## src/inc/acc_pkg.sv

```systemverilog
// Constants shared by the converter control block
package acc_pkg;
    // Register indices on the plain register port
    localparam logic [4:0] ACC_CTRL_ADDR    = 5'h00;
    localparam logic [4:0] ACC_STAT_ADDR    = 5'h01;
    localparam logic [4:0] ACC_CLR_ADDR     = 5'h02;
    localparam logic [4:0] ACC_IEN_ADDR     = 5'h03;
    localparam logic [4:0] ACC_SCNT_ADDR    = 5'h04;
    localparam logic [4:0] ACC_BUF_BASE     = 5'h10;
    // Control register fields
    localparam int ACC_ON_BIT    = 15;
    localparam int ACC_SIDL_BIT  = 13;
    localparam int ACC_OUTPUT_FORMAT_LSB  = 8;
    localparam int ACC_SRC_LSB   = 5;
    localparam int ACC_AUTO_SAMPLE_START_BIT  = 2;
    localparam int ACC_SAMPLE_ENABLE_BIT  = 1;
    localparam int ACC_DONE_BIT  = 0;
    // Writable bits of the control register
    localparam logic [15:0] ACC_CTRL_MASK  = 16'ha3e7;
    localparam logic [15:0] ACC_CTRL_RESET = 16'h0000;
    // Sample counter default length in clock cycles
    localparam logic [7:0]  ACC_SCNT_RESET = 8'h10;
    // Conversion: one cycle per result bit
    localparam int ACC_RES_BITS = 10;
    localparam int ACC_BUF_DEPTH = 16;
    // Format codes
    typedef enum logic [1:0]
    {
        ACC_FMT_INT   = 2'b00,
        ACC_FMT_SINT  = 2'b01,
        ACC_FMT_FRAC  = 2'b10,
        ACC_FMT_SFRAC = 2'b11
    } acc_fmt_type;
    // Trigger source codes
    localparam logic [2:0] ACC_SRC_MANUAL = 3'b000;
    localparam logic [2:0] ACC_SRC_EXTPIN = 3'b001;
    localparam logic [2:0] ACC_SRC_TIMER  = 3'b010;
    localparam logic [2:0] ACC_SRC_CHARGE = 3'b110;
    localparam logic [2:0] ACC_SRC_AUTO   = 3'b111;
    // Interrupt status bits
    localparam int ACC_EV_DONE = 0;
    localparam int ACC_EV_FULL = 1;
endpackage : acc_pkg

```

## src/rtl/acc_top.sv

```systemverilog
// Successive-approximation converter sequencer with register file
//
// Design decisions made here: the plain strobed port and the register offsets.
`timescale 1ns/10ps

// Summary of operation
// - Converter runs only while converter_on set.
// - idle_stop halts converter during device idle.
// - output_format selects four result justifications.
// - Code 111: sample counter ends sampling.
// - Code 110: charge unit event ends sampling.
// - Code 010: timer three match ends sampling.
// - Code 001: external interrupt edge ends sampling.
// - Code 000: software clears sample_enable, converts.
// - auto_sample_start restarts sampling after conversion.
// - Otherwise software sets sample_enable to sample.
// - sample_enable reads one while acquiring.
// - Done bit set by hardware, writable.
// - Result buffer cleared when converter turned off.
// - Result buffer holds sixteen words.
// - Ten-bit successive approximation per conversion.
// - Unimplemented control bits read as zero.
module acc_top
    import acc_pkg::*;
(
    input  wire logic        sys_clk,        // System clock
    input  wire logic        resetn,         // Async reset, active low
    input  wire logic [4:0]  reg_addr,       // Register index
    input  wire logic [15:0] reg_wdata,      // Write data
    input  wire logic        reg_wr,         // Write strobe
    input  wire logic        reg_rd,         // Read strobe
    output logic      [15:0] reg_rdata,      // Read data, cycle after strobe
    input  wire logic        device_idle,    // Device in idle state
    input  wire logic        charge_event,   // Charge time unit event
    input  wire logic        timer_three,    // Timer three compare match
    input  wire logic        ext_int_pin,    // External interrupt zero pin
    input  wire logic        cmp_high,       // Comparator: input at or above trial
    output logic             sample_hold,    // High: sample/hold acquiring
    output logic [9:0]       dac_trial,      // Trial code to comparator
    output logic             irq             // Level interrupt
);

    // Sequencer walks off, idle, sampling and converting
    // Off is forced whenever converter_on is clear
    // Idle waits for software to set the sample bit
    // Sampling holds until the chosen trigger fires
    // Converting takes one clock per result bit
    // All four codes are legal, so no default arm
    // Converter states
    typedef enum logic [1:0]
    {
        ACC_ST_OFF  = 2'b00,
        ACC_ST_IDLE = 2'b01,
        ACC_ST_SAMPLE_ENABLE = 2'b10,
        ACC_ST_CONV = 2'b11
    } acc_state_type;

    // Four justifications of the ten-bit result
    // Fractional forms put the result in the top bits
    // Integer forms keep it in the bottom bits
    // Signed integer form copies the result's top bit as sign
    // No offset inversion is applied to the code
    // Output is always a full sixteen-bit word
    // Format a raw code into a buffer word
    function automatic logic [15:0] acc_format(input logic [1:0] fmt, input logic [9:0] d);
        logic [15:0] w;
        w = 16'h0000;
        unique case (fmt)
            ACC_FMT_SFRAC: w = {d, 6'h00};
            ACC_FMT_FRAC:  w = {d, 6'h00};
            ACC_FMT_SINT:  w = {{6{d[9]}}, d};
            ACC_FMT_INT:   w = {6'h00, d};
        endcase
        return w;
    endfunction : acc_format

    acc_state_type state_reg;            // Sequencer state
    acc_state_type state_next;           // Next state
    logic [15:0]   ctrl_reg;             // Control register storage
    logic [15:0]   ctrl_next;            // Next control value
    logic [15:0]   buf_mem [0:15];       // Result buffer
    logic [3:0]    wptr_reg;             // Buffer write pointer
    logic [9:0]    sar_reg;              // Approximation register
    logic [3:0]    bit_reg;              // Bit under test
    logic [7:0]    scnt_len_reg;         // Sample counter length
    logic [7:0]    scnt_reg;             // Sample counter
    logic [1:0]    ists_reg;             // Sticky interrupt status
    logic [1:0]    ien_reg;              // Interrupt enable
    logic [2:0]    pin_sync_reg;         // Pin synchroniser
    logic          pin_last_reg;         // Accepted pin level
    logic          sample_enable_d_reg;           // Delayed sample bit

    // Register strobes decode the index only
    // Unmapped indices simply fall through
    // Halt is idle_stop together with device idle
    // Pin edge needs two agreeing late stages
    // Comparator decides the bit under test
    // Wrap flag rides on the sixteenth result
    // Decoded strobes and conditions
    wire        wr_ctrl   = reg_wr && (reg_addr == ACC_CTRL_ADDR);
    wire        wr_clr    = reg_wr && (reg_addr == ACC_CLR_ADDR);
    wire        wr_ien    = reg_wr && (reg_addr == ACC_IEN_ADDR);
    wire        wr_scnt   = reg_wr && (reg_addr == ACC_SCNT_ADDR);
    wire        conv_on   = ctrl_reg[ACC_ON_BIT];
    wire        halted    = ctrl_reg[ACC_SIDL_BIT] && device_idle;
    wire [2:0]  src       = ctrl_reg[ACC_SRC_LSB +: 3];
    wire [1:0]  fmt       = ctrl_reg[ACC_OUTPUT_FORMAT_LSB +: 2];
    wire        sample_enable_bit  = ctrl_reg[ACC_SAMPLE_ENABLE_BIT];
    wire        pin_edge  = (pin_sync_reg[2] == pin_sync_reg[1]) &&
                            (pin_sync_reg[1] != pin_last_reg) && pin_sync_reg[1];
    wire        sar_last  = (bit_reg == 4'h0);
    wire [9:0]  sar_keep  = cmp_high ? sar_reg : (sar_reg & ~(10'h001 << bit_reg));
    wire [9:0]  sar_final = sar_keep;
    wire        conv_end  = (state_reg == ACC_ST_CONV) && !halted && sar_last;
    wire        buf_full  = conv_end && (wptr_reg == 4'hf);

    // One trigger per source code
    // Manual source watches the falling sample bit
    // Counter source fires when the count is spent
    // Timer and charge inputs share this clock
    // Reserved codes never end sampling here
    // Only software clearing the bit can stop them
    // Trigger that ends sampling for each source code
    logic trig;
    always_comb
    begin
        trig = 1'b0;
        unique case (src)
            ACC_SRC_AUTO:   trig = (scnt_reg == 8'h00);
            ACC_SRC_CHARGE: trig = charge_event;
            ACC_SRC_TIMER:  trig = timer_three;
            ACC_SRC_EXTPIN: trig = pin_edge;
            ACC_SRC_MANUAL: trig = sample_enable_d_reg && !sample_enable_bit;
            default:        trig = 1'b0;
        endcase
    end

    // Turning off wins over everything else
    // Halt freezes the current state in place
    // Idle leaves only when the sample bit is set
    // Sampling ends on trigger or cleared bit
    // Conversion end returns to idle or resamples
    // Auto-start decides which of the two
    // Next state of the sequencer
    always_comb
    begin
        state_next = state_reg;
        if (!conv_on)
            state_next = ACC_ST_OFF;
        else if (halted)
            state_next = state_reg;
        else
        begin
            unique case (state_reg)
                ACC_ST_OFF:  state_next = ACC_ST_IDLE;
                ACC_ST_IDLE: if (sample_enable_bit) state_next = ACC_ST_SAMPLE_ENABLE;
                ACC_ST_SAMPLE_ENABLE: if (trig || !sample_enable_bit) state_next = ACC_ST_CONV;
                ACC_ST_CONV: if (sar_last)
                                 state_next = ctrl_reg[ACC_AUTO_SAMPLE_START_BIT] ? ACC_ST_SAMPLE_ENABLE
                                                                     : ACC_ST_IDLE;
            endcase
        end
    end

    // Software write lands first in the cycle
    // Hardware updates then override single bits
    // Unused bits are masked so they read zero
    // Done clears as a conversion begins
    // Done sets and auto-start re-arms at the end
    // Sample bit cannot stay set while off
    // Next control value: software write, then hardware updates
    always_comb
    begin
        ctrl_next = ctrl_reg;
        if (wr_ctrl)
            ctrl_next = reg_wdata & ACC_CTRL_MASK;
        // Hardware clears sample bit when a trigger ends sampling
        if (state_reg == ACC_ST_SAMPLE_ENABLE && !halted && trig && src != ACC_SRC_MANUAL)
            ctrl_next[ACC_SAMPLE_ENABLE_BIT] = 1'b0;
        // Start of conversion clears done
        if (state_reg == ACC_ST_SAMPLE_ENABLE && state_next == ACC_ST_CONV)
            ctrl_next[ACC_DONE_BIT] = 1'b0;
        if (conv_end)
        begin
            ctrl_next[ACC_DONE_BIT] = 1'b1;
            if (ctrl_reg[ACC_AUTO_SAMPLE_START_BIT])
                ctrl_next[ACC_SAMPLE_ENABLE_BIT] = 1'b1;
        end
        if (!ctrl_next[ACC_ON_BIT])
            ctrl_next[ACC_SAMPLE_ENABLE_BIT] = 1'b0;
    end

    // Everything resets to the all-zero control word
    // Delayed sample bit finds its falling edge
    // Control register and sequencer state
    always_ff @(posedge sys_clk or negedge resetn)
    begin
        if (!resetn)
        begin
            ctrl_reg   <= ACC_CTRL_RESET;
            state_reg  <= ACC_ST_OFF;
            sample_enable_d_reg <= 1'b0;
        end
        else
        begin
            ctrl_reg   <= ctrl_next;
            state_reg  <= state_next;
            sample_enable_d_reg <= sample_enable_bit;
        end
    end

    // Three stages guard against metastability
    // First stage is read only by the second
    // Accepted level updates only on agreement
    // Idle level after reset matches a low pin
    // External pin synchroniser, change accepted when stages agree
    always_ff @(posedge sys_clk or negedge resetn)
    begin
        if (!resetn)
        begin
            pin_sync_reg <= 3'h0;
            pin_last_reg <= 1'b0;
        end
        else
        begin
            pin_sync_reg <= {pin_sync_reg[1:0], ext_int_pin};
            if (pin_sync_reg[2] == pin_sync_reg[1])
                pin_last_reg <= pin_sync_reg[1];
        end
    end

    // Length is software programmable
    // Reload happens in every non-sampling cycle
    // Count freezes while halted
    // Zero count is the auto-convert trigger
    // A zero length converts at once
    // Sample counter: reloads on entry to sampling, counts down
    always_ff @(posedge sys_clk or negedge resetn)
    begin
        if (!resetn)
        begin
            scnt_len_reg <= ACC_SCNT_RESET;
            scnt_reg     <= ACC_SCNT_RESET;
        end
        else
        begin
            if (wr_scnt)
                scnt_len_reg <= reg_wdata[7:0];
            if (state_reg != ACC_ST_SAMPLE_ENABLE)
                scnt_reg <= scnt_len_reg;
            else if (!halted && scnt_reg != 8'h00)
                scnt_reg <= scnt_reg - 8'h01;
        end
    end

    // Trial starts at mid-scale each conversion
    // Each step keeps or drops the bit under test
    // Next lower bit is then tried
    // Last bit is settled in the end cycle
    // Halt holds the trial code steady
    // Successive approximation, one bit per clock, MSB first
    always_ff @(posedge sys_clk or negedge resetn)
    begin
        if (!resetn)
        begin
            sar_reg <= 10'h000;
            bit_reg <= 4'h0;
        end
        else if (state_reg != ACC_ST_CONV)
        begin
            sar_reg <= 10'h200;
            bit_reg <= 4'h9;
        end
        else if (!halted && !sar_last)
        begin
            sar_reg <= sar_keep | (10'h001 << (bit_reg - 4'h1));
            bit_reg <= bit_reg - 4'h1;
        end
    end

    // Pointer wraps after sixteen results
    // Turning off rewinds the pointer
    // Software must read results before that
    // Result buffer write; cleared while converter is off
    always_ff @(posedge sys_clk or negedge resetn)
    begin
        if (!resetn)
            wptr_reg <= 4'h0;
        else if (!conv_on)
            wptr_reg <= 4'h0;
        else if (conv_end)
            wptr_reg <= wptr_reg + 4'h1;
    end

    // Sixteen words, no reset needed
    // Contents are wiped while off
    // Formatting is applied on the way in
    // Buffer storage
    always_ff @(posedge sys_clk)
    begin
        for (int i = 0; i < ACC_BUF_DEPTH; i++)
        begin
            if (!conv_on)
                buf_mem[i] <= 16'h0000;
            else if (conv_end && wptr_reg == 4'(i))
                buf_mem[i] <= acc_format(fmt, sar_final);
        end
    end

    // Sticky bits set by hardware events
    // Write-one clear in the same cycle loses
    // Enable register has the same layout
    // Interrupt status: set wins over clear
    always_ff @(posedge sys_clk or negedge resetn)
    begin
        if (!resetn)
        begin
            ists_reg <= 2'h0;
            ien_reg  <= 2'h0;
        end
        else
        begin
            ists_reg <= (ists_reg & ~(wr_clr ? reg_wdata[1:0] : 2'h0)) |
                        {buf_full, conv_end};
            if (wr_ien)
                ien_reg <= reg_wdata[1:0];
        end
    end

    // Read data is zero outside the answer cycle
    // Upper half of the index selects the buffer
    // Clear register reads back as zero
    // Read data one cycle after the read strobe
    always_ff @(posedge sys_clk or negedge resetn)
    begin
        if (!resetn)
            reg_rdata <= 16'h0000;
        else if (reg_rd)
        begin
            if (reg_addr[4])
                reg_rdata <= buf_mem[reg_addr[3:0]];
            else if (reg_addr == ACC_CTRL_ADDR)
                reg_rdata <= ctrl_reg;
            else if (reg_addr == ACC_STAT_ADDR)
                reg_rdata <= {14'h0000, ists_reg};
            else if (reg_addr == ACC_IEN_ADDR)
                reg_rdata <= {14'h0000, ien_reg};
            else if (reg_addr == ACC_SCNT_ADDR)
                reg_rdata <= {8'h00, scnt_len_reg};
            else
                reg_rdata <= 16'h0000;
        end
        else
            reg_rdata <= 16'h0000;
    end

    // Sample/hold follows the sampling state
    // Trial code goes straight to the comparator
    // Interrupt is a plain level
    // Analog-facing outputs and interrupt
    assign sample_hold = (state_reg == ACC_ST_SAMPLE_ENABLE);
    assign dac_trial   = sar_reg;
    assign irq         = |(ists_reg & ien_reg);

endmodule : acc_top

```

## config.mk

```make
export PLATFORM = sky130hd
export DESIGN_NAME = acc_top
export DESIGN_NICKNAME = d
export VERILOG_FILES = /design/src/inc/acc_pkg.sv /design/src/rtl/acc_top.sv
export SDC_FILE = /design/constraint.sdc
export NUM_CORES = 1
export LEC_CHECK = 0
export ABC_AREA = 1
export BUFFER_PORTS_ARGS = -buffer_cell sky130_fd_sc_hd__buf_2
export CAP_MARGIN = 5
export CORE_MARGIN = 5
export CORE_UTILIZATION = 50
export CTS_CLUSTER_DIAMETER = 40
export DETAILED_ROUTE_END_ITERATION = 7
export PLACE_DENSITY = 0.67
export SLEW_MARGIN = 20
export SYNTH_ARGS = -nofsm -noshare
export SYNTH_HDL_FRONTEND = slang
export SYNTH_SLANG_ARGS = --single-unit
```

## constraint.sdc

```tcl
create_clock -name sys_clk -period 6.65 [get_ports sys_clk]
set_input_delay 1.995 -clock sys_clk [delete_from_list [all_inputs] [get_ports sys_clk]]
set_output_delay 1.995 -clock sys_clk [all_outputs]
set_load 0.03 [all_outputs]
```

==> results of run 1 <==
==> final timing paths <==
| path | to | depth (start not counted) | slack (ns) |
|---|---|---|---|
| worst max-delay path | reg_rdata[9] | 8 | 2.36 |
| worst min-delay path | pin_sync_reg[1] | 0 | 0.35 |
| worst max register to register | buf_mem[15][1] | 10 | 3.53 |
| worst min register to register | pin_sync_reg[1] | 0 | 0.35 |
| max in group asynchronous | ctrl_reg[15] | 1 | 4.34 |
| min in group asynchronous | reg_rdata[4] | 1 | 1.61 |
==> where the power goes <==
group / total [mW] / switching (mW) / internal [mW]
Combinational: 1.14 / 0.848 / 0.291
Clock: 2.44 / 0.886 / 1.55
Sequential: 2.66 / 0.127 / 2.53
Total: 6.24 / 1.86 / 4.38
==> layout by cell type, fill, tap and decap left out, types with 5 or more instances in the layout <==
cell	netlist	final
sky130_fd_sc_hd__edfxtp_1	256	256
sky130_fd_sc_hd__nand3_1	40	40
sky130_fd_sc_hd__nor2_2	12	15
sky130_fd_sc_hd__inv_6	4	7
sky130_fd_sc_hd__nand2_1	219	219
sky130_fd_sc_hd__ha_1	11	11
sky130_fd_sc_hd__buf_4	2	30
sky130_fd_sc_hd__clkinvlp_4	0	5
sky130_fd_sc_hd__nand3_4	14	14
sky130_fd_sc_hd__nor2_1	320	317
sky130_fd_sc_hd__a22oi_1	37	37
sky130_fd_sc_hd__clkbuf_1	43	8
sky130_fd_sc_hd__inv_1	89	89
sky130_fd_sc_hd__bufinv_16	0	7
sky130_fd_sc_hd__a21oi_1	20	20
sky130_fd_sc_hd__buf_2	9	52
sky130_fd_sc_hd__or2_2	26	26
sky130_fd_sc_hd__o21ai_0	74	59
sky130_fd_sc_hd__o22ai_1	41	41
sky130_fd_sc_hd__dfrtp_1	69	68
sky130_fd_sc_hd__nand4_1	14	14
sky130_fd_sc_hd__clkbuf_16	0	45
sky130_fd_sc_hd__o211ai_1	11	11
sky130_fd_sc_hd__o221ai_1	16	16
sky130_fd_sc_hd__a31oi_1	19	19
sky130_fd_sc_hd__o21ai_1	3	18
==> synth_stat cells, types with 2 or more instances <==
library cell	n	area share, %
sky130_fd_sc_hd__a211oi_1	2	0.10
sky130_fd_sc_hd__a21oi_1	20	0.67
sky130_fd_sc_hd__a22oi_1	37	1.9
sky130_fd_sc_hd__a31oi_1	19	0.80
sky130_fd_sc_hd__buf_1	7	0.18
sky130_fd_sc_hd__buf_2	9	0.30
sky130_fd_sc_hd__buf_4	2	0.10
sky130_fd_sc_hd__buf_6	17	1.3
sky130_fd_sc_hd__clkbuf_1	43	1.1
sky130_fd_sc_hd__dfrtp_1	69	12
sky130_fd_sc_hd__dfstp_2	2	0.35
sky130_fd_sc_hd__edfxtp_1	256	52
sky130_fd_sc_hd__ha_1	11	0.93
sky130_fd_sc_hd__inv_1	89	2.2
sky130_fd_sc_hd__inv_2	2	0.051
sky130_fd_sc_hd__inv_6	4	0.24
sky130_fd_sc_hd__mux2_2	2	0.15
sky130_fd_sc_hd__mux2i_1	2	0.13
sky130_fd_sc_hd__nand2_1	219	5.5
sky130_fd_sc_hd__nand2_2	2	0.084
sky130_fd_sc_hd__nand2_4	4	0.30
sky130_fd_sc_hd__nand3_1	40	1.3
sky130_fd_sc_hd__nand3_4	14	1.7
sky130_fd_sc_hd__nand3b_1	2	0.10
sky130_fd_sc_hd__nand4_1	14	0.59
sky130_fd_sc_hd__nor2_1	320	8.1
sky130_fd_sc_hd__nor2_2	12	0.51
sky130_fd_sc_hd__o2111ai_1	4	0.24
sky130_fd_sc_hd__o211ai_1	11	0.56
sky130_fd_sc_hd__o21ai_0	74	2.5
sky130_fd_sc_hd__o21ai_1	3	0.10
sky130_fd_sc_hd__o221ai_1	16	0.94
sky130_fd_sc_hd__o22ai_1	41	1.7
sky130_fd_sc_hd__or2_2	26	1.1
sky130_fd_sc_hd__xnor2_1	3	0.18
==> area by class of cell <==
type / count / area [um2] / share of cell area (%)
clock buffers: 56 / 1200 / 7.07
clock inverters: 23 / 324 / 1.91
inverters: 96 / 380 / 2.25
multi-input cells: 906 / 4590 / 27.1
flip-flops and latches: 327 / 9470 / 55.9
well taps: 390 / 488 / 2.88
repair buffers: 82 / 485 / 2.87
==> kinds of logic after synthesis <==
kind of cell / share of synthesized area [%]
AO/OA/AOI/OAI: 9.61
XOR/XNOR: 0.236
adder cells (fa/ha/maj): 0.926
buffers and inverters: 5.52
flip-flops: 63.7
multiplexers: 0.286
AND/OR/NAND/NOR: 19.7
==> metrics by stage <==
step | utilization (%) | instances | power, mW | setup slack (ns) | cell area [um2]
finish | 57.4 | 1880 | 6.24 | 2.36 | 16900
global route | 57.4 | 1880 | 6.48 | 2.21 | 16900
CTS | 57.4 | 1880 | 6.25 | 2.46 | 16900
detailed placement | 52.3 | 1801 | 3.82 | 1.94 | 15400
global placement | 52.3 | 1801 | 3.79 | 1.99 | 15400
floorplan | - | 1407 | 3.44 | 2.27 | 14900
==> layer usage <==
metal,vias to the layer above,routed length (um),GRT usage (%)
met4,0,953,6.66
met1,5184,16300,32.1
li1,4954,-,-
met2,430,18800,39.4
met3,69,2690,3.15
met5,-,0,0
==> results by stage, run 1 <==
Worst setup path:
- The largest stage delay on the critical path is 0.68 ns.
- Of all nets on the critical path, the largest fanout is 20.
- Broken down by cell family, the worst path's largest delay share belongs to simple AND/OR/NAND/NOR gates.
- Traced cell by cell, the critical path runs through buf_2 > inv_1 > nand2_1 > nor2_1 > nand2_1 > nor2_1 > nand2_1 > nand2_1.
- The slowest stage of the critical path belongs to the cell sky130_fd_sc_hd__inv_1.
- The critical path endpoint category is a flop.
- The nature of the critical path startpoint is an input port.
- Together, buffers and inverters on the worst path number 2.
- Data on the critical path arrives at its endpoint at 4.75 ns.
- The type of the worst setup path is input port to flop.
- The worst endpoint required time is 7.12 ns.
- The start point of the critical path is reg_addr[2].
- Among the stages of the critical path, the cell type that occurs most often is sky130_fd_sc_hd__nand2_1.
- The startpoint identified for the worst register-to-register timing path is bit_reg[0].

Min path:
- The tightest min-delay check is of the flop to flop type.
- The worst hold path begins at pin_sync_reg[0].

Layout:
- From synthesis to final layout, the design area changed by 13.9%.
- The number of antenna repair diodes is 0.
- The filler cell count in the final layout is 2498.
- After the last flow step, the layout net total stands at 1497.
- The largest registers in the layout are buf_mem (256), reg_rdata (16).
- The share of layout cells above drive strength 1 is 15.4%.
- The register with the most flip-flops in the layout has 256 of them.
- Ranked by flip-flop count, first place goes to buf_mem.

Floorplanning:
- In this run the standard cell core region covers 29500 um2.
- 58 I/O pins were placed.
- The initial utilization of the core area, before any placement, comes to 50.4%.
- From left edge to right edge, the die measures 182 um.
- The initialized floorplan defines 63 standard-cell rows.
- The floorplan step defined a die boundary enclosing 33300 um2.
- The height of the die is 182 um.

Global route:
- The initial antenna violation count came to 0.
- Entering global routing, the biggest net connects 72 pins.
- The number of global-route vias before repair is 10700.
- The first global-routing pass estimated 60400 um of wire.
- The total overflow left after global routing is 0.
- In the global route stage, overall resource usage came out at 23.4%.

Detailed routing:
- The via count of the routed design is 10600.
- The average wire length per cell after detail routing is 20.6 um.
- The wire length after detailed routing is 38700 um.
- The average via count per standard cell is 5.66.
- The remaining design rule violation count is 0.
- For this block, the initial DRC count from the detailed router was 1109.
- The number of iterations in the first detailed-routing pass is 6.
- The detail route stage leaves a number of antenna-violating nets equal to 0.

STA:
- Static timing analysis puts the maximum clock frequency at 233 MHz.
- The relative slew slack is 31.0%.
- The worst path needs 4.29 ns of the cycle, external delays included.
- The tightest hold path in the finished design has a slack of 0.350 ns.
- The number of hold violations in the final report was 0.
- The slew at the pin closest to its max-slew limit is 1.03 ns.
- Setup repair after global routing left no endpoint under its margin.
- The total negative slack is 0 ns.
- The number of setup violations in the final report is 0.
- The post-route fraction of the period consumed by the critical path is 64.5%.
- The count of pins over their slew limit is 0.
- The setup skew after layout is 0.0168 ns.

Clock network:
- Once the clock tree was built, the resizer swapped 0 gates to a different size.
- The clock slew seen by the registers of the worst setup and hold paths is 0.06 ns.
- The clock latency on the worst-skew pair is 0.53 ns.
- The hold buffer count at CTS is 0.
- The total clock sinks is 327.
- The maximum number of buffers from clock root to sink is 3.
- In this run, CTS created clock tree buffers numbering 43.
- The clock tree from TritonCTS is done.
- CTS built an H-tree with a depth of 2.
- Once the clock tree was built, the setup fixing pass inserted 0 buffers.
- The cell sitting at the root of the clock tree is a sky130_fd_sc_hd__clkbuf_16.

Placement:
- Routability-driven placement finished with a final weighted congestion of 0.868.
- During placement, the flow inserted port buffers numbering 53.
- The half-perimeter wire length of the detailed placement result is 24000 um.

Logic synthesis:
- During synthesis, Yosys emitted a total of 0 warnings.
- Summing the sequential cell areas from Yosys gives 63.7% of the chip area.
- The share of synthesized registers carrying an async set or reset is 21.7%.
- The distinct cell type count after synthesis is 44.
- The most frequently used flop master after synthesis is sky130_fd_sc_hd__edfxtp_1.
- Counting flops and latches in the post-synthesis netlist gives 327.
- The mean instance size in the synthesized netlist is 10.6 um2.
- The synthesized instance count is 1407.
- The number of enable flip-flop cells after synthesis is 256.
- Synthesis produced a netlist with a net count of 1448.
- Summing every instance area after synthesis gives 14900 um2.

Power and ir drop:
- The maximum vdd ir drop is 0.000259 V.
- For this design the static power due to leakage is 6.39 nW.
- The total power per unit cell area is 368 nW/um2.

Run:
- The count of maximum capacitance violations is 0.

Run status:
- The flow ran to the end, and the final reports show no timing, DRC or antenna violations.
Power figures use the tool's default switching activity.
==> run 2: changes to the inputs <==
PLACE_DENSITY = 0.69   (was 0.67)
clock period = 3.8 ns   (was 6.65 ns; I/O delays follow)
==> results by stage, run 2 (synthesized netlist as in run 1, its figures left out) <==
Layout:
- The area growth from synthesis to final layout is 14.8%.
- The register with the highest flop count is buf_mem.
- The most common cell after layout, fill and taps aside is sky130_fd_sc_hd__nor2_1.
- The number of flip-flops in the largest register is 256 (unchanged).
- The net count reported at finish was 1504 (+0.47%).
- Leaving out fill and tap cells, the most frequent cells in the layout are 317 x sky130_fd_sc_hd__nor2_1, 256 x sky130_fd_sc_hd__edfxtp_1, 219 x sky130_fd_sc_hd__nand2_1, 89 x sky130_fd_sc_hd__inv_1, 68 x sky130_fd_sc_hd__dfrtp_1.
- The share of layout cells above drive strength 1 is 16.1% (+0.67 points).
- The largest registers in the layout are buf_mem (256), reg_rdata (16).
- The filler cell count in the final layout came to 2457 (-1.6%).

Worst setup path:
- Following the worst setup path forward leads to its endpoint at buf_mem[15][11].
- In this run the critical register-to-register path is launched from bit_reg[0].
- The signal arrival time at the worst endpoint was 2.99 ns (-1.76 ns).
- The start point of the critical path is bit_reg[0].
- The worst register-to-register path ends at buf_mem[15][11].
- The critical path goes through inv_1 > ha_1 > nand2_2 > nor2_4 > inv_2 > nor3_4 > nand2_4 > nor2_2 > inv_1 > nand2_1 > buf_4.
- The nature of the critical path startpoint is a flop.
- The number of cells on the worst reg-to-reg path was 11 (+1).
- The critical path endpoint category is a flop.
- The largest stage delay on the critical path is 0.45 ns (-0.23 ns).
- The slack of the worst reg-to-reg path is 1.00 ns (-2.53 ns).
- By instance count, the cell type seen most on the critical path is sky130_fd_sc_hd__inv_1.
- The critical-path maximum fanout is 16 (-20%).
- The type of the worst setup path is flop to flop.
- The library cell contributing the largest single delay on the critical path is sky130_fd_sc_hd__nor3_4.
- The worst endpoint required time is 4.00 ns (-3.12 ns).

Placement:
- The half-perimeter wire length of the detailed placement result is 24200 um (+0.82%).
- The total of buffers placed on input and output ports is 53 (unchanged).
- The final RePlAce weighted congestion is 0.906 (+4.4%).

Power and ir drop:
- The total chip power came to 11.0 mW (+77%).
- The leakage power total was 6.45 nW (+0.95%).
- The total power per unit cell area was 646 nW/um2 (+75%).
- The maximum vdd ir drop was 0.000509 V (+96%).

Run status:
- The flow ran to the end, and the final reports show no timing, DRC or antenna violations.

Global route:
- The initial antenna violation count is 1 (+1).
- The number of global-route vias before repair was 10700 (+0.18%).
- The global-route congestion overflow total is 0 (unchanged).
- The first-pass GRT wire length came to 60300 um (-0.13%).
- The largest net degree at the start of global routing was 72 (unchanged).
- The global-route total usage across every layer was 23.2% (-0.19 points).

Detailed routing:
- The via count of the routed design is 10800 (+1.5%).
- The remaining design rule violation count is 0 (unchanged).
- The average wire length per cell after detail routing is 20.4 um (-0.72%).
- The number of violations reported at the end of detailed-routing iteration 0 was 1132 (+2.1%).
- The number of iterations in the first detailed-routing pass was 8 (+2).
- The average via count per standard cell came to 5.72 (+1.1%).
- The wire length after detailed routing is 38600 um (-0.35%).
- The post-detailed-route count of antenna-violating nets is 0 (unchanged).

Floorplanning:
- The die outline width is 182 um (unchanged).
- The number of rows created at floorplan was 63 (unchanged).
- The core area is 29500 um2 (unchanged).
- The full die area came to 33300 um2 (unchanged).
- The starting density of the core is 50.4% (unchanged).
- The height of the die is 182 um (unchanged).
- The count of pins on the block boundary came to 58 (unchanged).

STA:
- The number of setup violations in the final report was 0 (unchanged).
- The minimum period implied by the final worst setup slack is 2.80 ns.
- The relative slew slack came to 30.7% (-0.34 points).
- The total negative slack was 0 ns (unchanged).
- Setup repair after global routing left no endpoint under its margin.
- The setup skew after layout is 0.0168 ns (-0.0000180 ns).
- Dividing the final minimum period by the clock period gives 73.6%.
- The count of pins over their slew limit came to 0 (unchanged).
- The slew at the pin closest to its max-slew limit is 1.04 ns (+0.0119 ns).
- Static timing analysis puts the maximum clock frequency at 358 MHz.
- The number of hold violations in the final report came to 0 (unchanged).

Clock network:
- The clock latency on the worst-skew pair is 0.53 ns (about the same).
- The number of cells upsized or downsized after cts is 0 (unchanged).
- The root buffer cell chosen for the clock tree is sky130_fd_sc_hd__clkbuf_16.
- The post-CTS setup buffer count is 0 (unchanged).
- The clock slew seen by the registers of the worst setup and hold paths is 0.06 ns (about the same).
- The maximum number of buffers from clock root to sink is 3 (unchanged).
- The clock tree from TritonCTS is done.
- The total clock sinks was 327 (unchanged).
- The hold buffer count at CTS came to 0 (unchanged).
- The total CTS buffers is 42 (-2.3%).
- The deepest level of the CTS H-tree is 2 (unchanged).

Run:
- The count of maximum capacitance violations is 0 (unchanged).

Min path:
- The min-delay analysis places its worst path in the category flop to flop.
==> run 2: changes by cell type in the layout (fill, tap and decap cells not counted), moves of 2 or more <==
| cell | before | now |
|---|---|---|
| sky130_fd_sc_hd__clkbuf_1 | 8 | 3 |
| sky130_fd_sc_hd__buf_12 | 0 | 4 |
| sky130_fd_sc_hd__buf_4 | 30 | 34 |
| sky130_fd_sc_hd__inv_6 | 7 | 11 |
| sky130_fd_sc_hd__clkbuf_8 | 3 | 0 |
| sky130_fd_sc_hd__inv_8 | 1 | 4 |
| sky130_fd_sc_hd__bufinv_16 | 7 | 9 |
| sky130_fd_sc_hd__clkbuf_16 | 45 | 43 |
| sky130_fd_sc_hd__clkinv_2 | 4 | 2 |
==> run 2: how the worst min path moves through the flow <==
stage                     slack, ns  cells after the start       startpoint         endpoint
after floorplan                0.33                      0  pin_sync_reg[0]  pin_sync_reg[1]
after global placement         0.34                      0  pin_sync_reg[0]  pin_sync_reg[1]
after detailed placement       0.34                      0  pin_sync_reg[0]  pin_sync_reg[1]
after CTS                      0.35                      0  pin_sync_reg[0]  pin_sync_reg[1]
after global routing           0.37                      0  pin_sync_reg[0]  pin_sync_reg[1]
final                          0.35                      0  pin_sync_reg[0]  pin_sync_reg[1]
==> run 2: layer usage <==
metal  vias up  global-route usage, %  wire [um]
met3        91                   3.61       3080
met1      5225                   32.5      16200
met2       506                   37.2      18100
met5         -                      0          0
met4         0                   8.14       1270
li1       4973                      -          -
==> run 2: area by class of cell <==
type                            instances  area [um2]  share of cell area [%]
Sequential cell                       327        9470                    55.5
Multi-Input combinational cell        906        4590                    26.9
Clock buffer                           46        1090                    6.37
Timing Repair Buffer                   90         596                    3.49
Tap cell                              390         488                    2.86
Clock inverter                         31         453                    2.65
Inverter                               96         380                    2.23
Antenna cell                            1        2.50                  0.0147
==> run 2: critical path, delay by kind of cell, from the launching register on <==
kind / cells / cell delay (ns)
simple gates: 6 / 1.09
fa+ha+maj: 1 / 0.30
flops: 1 / 0.42
buf+inv: 4 / 0.63
==> run 2: through the flow <==
stage	util [%]	instance area (um2)	hold slack [ns]	worst slack (ns)	std cells
CTS	57.9	17100	0.354	1.02	1886
detailed placement	52.6	15500	0.340	0.638	1809
finish	57.9	17100	0.351	1.00	1887
floorplan	-	14900	0.331	0.278	1407
global route	57.9	17100	0.366	0.833	1887
global placement	52.6	15500	0.335	0.653	1809
==> run 2: power by group <==
part           switching, mW  leakage (nW)  total [mW]  internal [mW]
Sequential             0.260          3.38        4.69           4.43
Combinational           1.46          2.33        2.00          0.533
Clock                   1.60         0.735        4.33           2.73
Total                   3.33          6.45        11.0           7.70
==> run 3: changes to the inputs <==
ABC_AREA = 0   (was 1)
PLACE_DENSITY = 0.67   (was 0.69)
clock period = 2.6 ns   (was 3.8 ns; I/O delays follow)
==> results by stage, run 3 <==
Detailed routing:
- The via count of the routed design came to 9832 (-8.9%).
- The number of violations reported at the end of detailed-routing iteration 0 came to 904 (-20%).
- The remaining design rule violation count is 0 (unchanged).
- The average wire length per cell after detail routing is 23.1 um (+13%).
- The post-detailed-route count of antenna-violating nets is 0 (unchanged).
- The wire length after detailed routing was 38400 um (-0.46%).
- The average via count per standard cell is 5.91 (+3.3%).
- The number of iterations in the first detailed-routing pass is 5 (-3).

Floorplanning:
- The starting density of the core was 50.3% (-0.098 points).
- The die outline width is 182 um (about the same).
- The full die area is 33200 um2 (-0.18%).
- The number of rows created at floorplan came to 63 (unchanged).
- The count of pins on the block boundary came to 58 (unchanged).
- The core area is 29500 um2 (unchanged).
- The height of the die is 182 um (about the same).

Worst setup path:
- The worst register-to-register path ends at buf_mem[3][8].
- The signal arrival time at the worst endpoint is 2.83 ns (-0.16 ns).
- The largest stage delay on the critical path was 0.42 ns (-0.03 ns).
- The start point of the critical path is bit_reg[1].
- The critical-path maximum fanout is 16 (unchanged).
- The slack of the worst reg-to-reg path is 0.15 ns (-0.86 ns).
- The critical path ends at buf_mem[3][8].
- The critical path is of the flop to flop type.
- On the critical path, the stage with the largest delay is an instance of sky130_fd_sc_hd__or3b_1.
- The signal on the critical path passes through inv_1 > ha_2 > or3b_1 > nor3_4 > buf_4 > nand4_4 > nor2_1.
- The number of cells on the worst reg-to-reg path is 7 (-4).
- The worst register-to-register path begins at bit_reg[1].
- The worst endpoint required time is 2.97 ns (-1.03 ns).
- STA classifies the critical path startpoint as a flop.
- The worst setup path is captured at a flop.

Power and ir drop:
- The total power per unit cell area came to 843 nW/um2 (+31%).
- The leakage power total is 6.50 nW (+0.75%).
- The maximum vdd ir drop was 0.000538 V (+5.8%).

STA:
- The number of setup violations in the final report is 0 (unchanged).
- The total negative slack is 0 ns (unchanged).
- The minimum period implied by the final worst setup slack is 2.45 ns (-0.342 ns).
- The count of pins over their slew limit was 0 (unchanged).
- Setup repair after global routing left no endpoint under its margin.
- The slew at the pin closest to its max-slew limit is 0.704 ns (-0.335 ns).
- The worst hold-check slack is 0.219 ns (-0.132 ns).
- The setup skew after layout is 0.0256 ns (+0.00878 ns).
- The post-route fraction of the period consumed by the critical path is 94.4% (+21 points).
- The achievable clock frequency is 407 MHz (+14%).
- The relative slew slack was 52.7% (+22 points).
- The number of hold violations in the final report is 0 (unchanged).

Layout:
- The number of flip-flops in the largest register is 256 (unchanged).
- The largest registers in the layout are buf_mem (256), reg_rdata (16).
- The number of antenna repair diodes is 0 (-1).
- The post-route non-filler standard cell count was 1664 (-12%).
- The register with the highest flop count is buf_mem.
- From synthesis to final layout, the design area changed by 19.1%.
- In the layout the commonest cells are 279 x sky130_fd_sc_hd__nor2_1, 256 x sky130_fd_sc_hd__edfxtp_1, 83 x sky130_fd_sc_hd__buf_4, 67 x sky130_fd_sc_hd__dfrtp_1, 53 x sky130_fd_sc_hd__mux4_2.
- The net count reported at finish was 1280 (-15%).
- The share of layout cells above drive strength 1 is 26.0% (+9.9 points).
- The library cell used most frequently in the layout, excluding fill and tap cells, is sky130_fd_sc_hd__nor2_1.
- The filler cell count in the final layout is 2343 (-4.6%).

Run:
- The count of maximum capacitance violations is 0 (unchanged).

Placement:
- The final RePlAce weighted congestion was 0.929 (+2.6%).
- The total of buffers placed on input and output ports is 53 (unchanged).
- The number of cells in the design after placement came to 1584 (-12%).
- The half-perimeter wire length of the detailed placement result is 25300 um (+4.5%).

Logic synthesis:
- The area of the mapped netlist was 14800 um2 (-0.19%).
- The Yosys warning count is 0 (unchanged).
- The number of enable flip-flop cells after synthesis is 256 (unchanged).
- The mean instance size in the synthesized netlist is 13.3 um2 (+26%).
- The proportion of netlist area held by the largest area contributor came to 51.8% (+0.10 points).
- The flop and latch count out of synthesis was 326 (-0.31%).
- Among all cell types in the netlist, the one instantiated most often is sky130_fd_sc_hd__nor2_1.
- The synthesized netlist net count was 1158 (-20%).
- The share of synthesized registers carrying an async set or reset is 21.5% (-0.24 points).
- The synthesized instance count is 1117 (-21%).
- The part of the Yosys area used for sequential elements was 63.7% (about the same).
- The most frequently used flop master after synthesis is sky130_fd_sc_hd__edfxtp_1.
- After synthesis, the cell types taking the most area are sky130_fd_sc_hd__edfxtp_1 52%, sky130_fd_sc_hd__dfrtp_1 11%, sky130_fd_sc_hd__mux4_2 8.0%.
- Of all cell types, the one taking the most synthesized area is sky130_fd_sc_hd__edfxtp_1.
- The commonest cells after synthesis are 279 x sky130_fd_sc_hd__nor2_1, 256 x sky130_fd_sc_hd__edfxtp_1, 68 x sky130_fd_sc_hd__dfrtp_1.
- The distinct cell type count after synthesis is 68 (+55%).

Clock network:
- The hold buffer count at CTS is 0 (unchanged).
- The deepest level of the CTS H-tree was 2 (unchanged).
- The total clock sinks is 326 (-0.31%).
- The clock latency on the worst-skew pair is 0.54 ns (about the same).
- The maximum number of buffers from clock root to sink is 3 (unchanged).
- The root buffer selected by CTS is sky130_fd_sc_hd__clkbuf_16.
- The post-CTS setup buffer count is 0 (unchanged).
- The total CTS buffers came to 43 (+2.4%).
- The clock slew seen by the registers of the worst setup and hold paths is 0.05 ns (about the same).
- TritonCTS built the clock tree.

Min path:
- The path class of the tightest hold or removal check is input port to async pin.

Global route:
- The initial antenna violation count is 0 (-1).
- The largest net degree at the start of global routing was 38 (-47%).
- The first-pass GRT wire length came to 59900 um (-0.75%).
- The global-route congestion overflow total is 0 (unchanged).
- The global-route total usage across every layer came to 23.5% (+0.33 points).
- The number of global-route vias before repair is 10000 (-6.0%).

Run status:
- The flow ran to the end, and the final reports show no timing, DRC or antenna violations.
==> run 3: changes by cell type in the layout (fill, tap and decap cells not counted), moves of 16 or more <==
cell / change
sky130_fd_sc_hd__mux4_2: +53
sky130_fd_sc_hd__a22oi_1: -22
sky130_fd_sc_hd__nand3_1: -16
sky130_fd_sc_hd__mux2_2: +28
sky130_fd_sc_hd__o22ai_1: -35
sky130_fd_sc_hd__nand2_1: -176
sky130_fd_sc_hd__o21ai_0: -39
sky130_fd_sc_hd__mux2i_1: +37
sky130_fd_sc_hd__inv_1: -70
sky130_fd_sc_hd__or2_2: -25
sky130_fd_sc_hd__buf_4: +49
sky130_fd_sc_hd__nor2_1: -38
==> run 3: logic make-up (layout without fill, tap and decap cells) <==
logic type | after synthesis | count (layout) | share of synthesized area, %
compound gates | 129 | 129 | 5.61
xor+xnor | 15 | 15 | 0.886
fa+ha+maj | 12 | 12 | 0.996
buf+inv | 92 | 249 | 3.01
flops | 326 | 326 | 63.7
mux | 120 | 120 | 12.8
simple gates | 423 | 423 | 13.0
==> run 3: critical path: cells and delay by family, from the launching register on <==
family                     cells  cell delay, ns
and+or+nand+nor                4            1.33
DFF                            1            0.38
buffers and inverters          2            0.35
adders and majority gates      1            0.22
==> run 3: final cells by class <==
| cell class | count | area, um2 | area share [%] |
|---|---|---|---|
| Sequential cell | 326 | 9440 | 53.4 |
| Multi-Input combinational cell | 699 | 5060 | 28.6 |
| Timing Repair Buffer | 149 | 1190 | 6.76 |
| Clock buffer | 55 | 1170 | 6.64 |
| Tap cell | 390 | 488 | 2.76 |
| Clock inverter | 25 | 239 | 1.35 |
| Inverter | 20 | 75.1 | 0.425 |
==> run 3: where the power goes <==
group          internal (mW)  switching [mW]
clock                   3.45            2.28
sequential              6.56           0.344
combinational          0.924            1.34
total                   10.9            3.96
==> run 3: timing repair <==
action                                  4_1_cts  5_1_grt
endpoints found under the setup margin        0        2
resized for setup                             0        1
hold endpoints to repair                      0        0
==> run 3: routing by layer <==
layer / vias to the layer above / GRT usage [%] / wire (um)
met5: - / 0 / 0
met4: 0 / 6.87 / 1000
met3: 74 / 3.73 / 2780
met2: 397 / 37.9 / 18500
met1: 4984 / 33.6 / 16100
li1: 4377 / - / -
==> run 3: how the worst min path moves through the flow <==
| stage | to | slack (ns) | cells after the start |
|---|---|---|---|
| 4_1_cts | bit_reg[1] | 0.21 | 1 |
| 5_1_grt | bit_reg[1] | 0.23 | 1 |
| 6_report | bit_reg[1] | 0.22 | 1 |
| 3_5_place_dp | pin_sync_reg[1] | 0.34 | 0 |
| 2_1_floorplan | pin_sync_reg[1] | 0.33 | 0 |
| 3_3_place_gp | pin_sync_reg[1] | 0.33 | 0 |
==> run 3: stage by stage <==
step | instance area, um2 | utilization (%) | setup WS, ns | power [mW]
after floorplan | 14900 | - | -0.332 | 8.22
after global placement | 16300 | 55.1 | 0.0243 | 9.18
after detailed placement | 16300 | 55.1 | 0.00848 | 9.26
after CTS | 17700 | 59.9 | 0.119 | 15.0
after global routing | 17700 | 59.9 | 0.0214 | 15.5
final | 17700 | 59.9 | 0.145 | 14.9
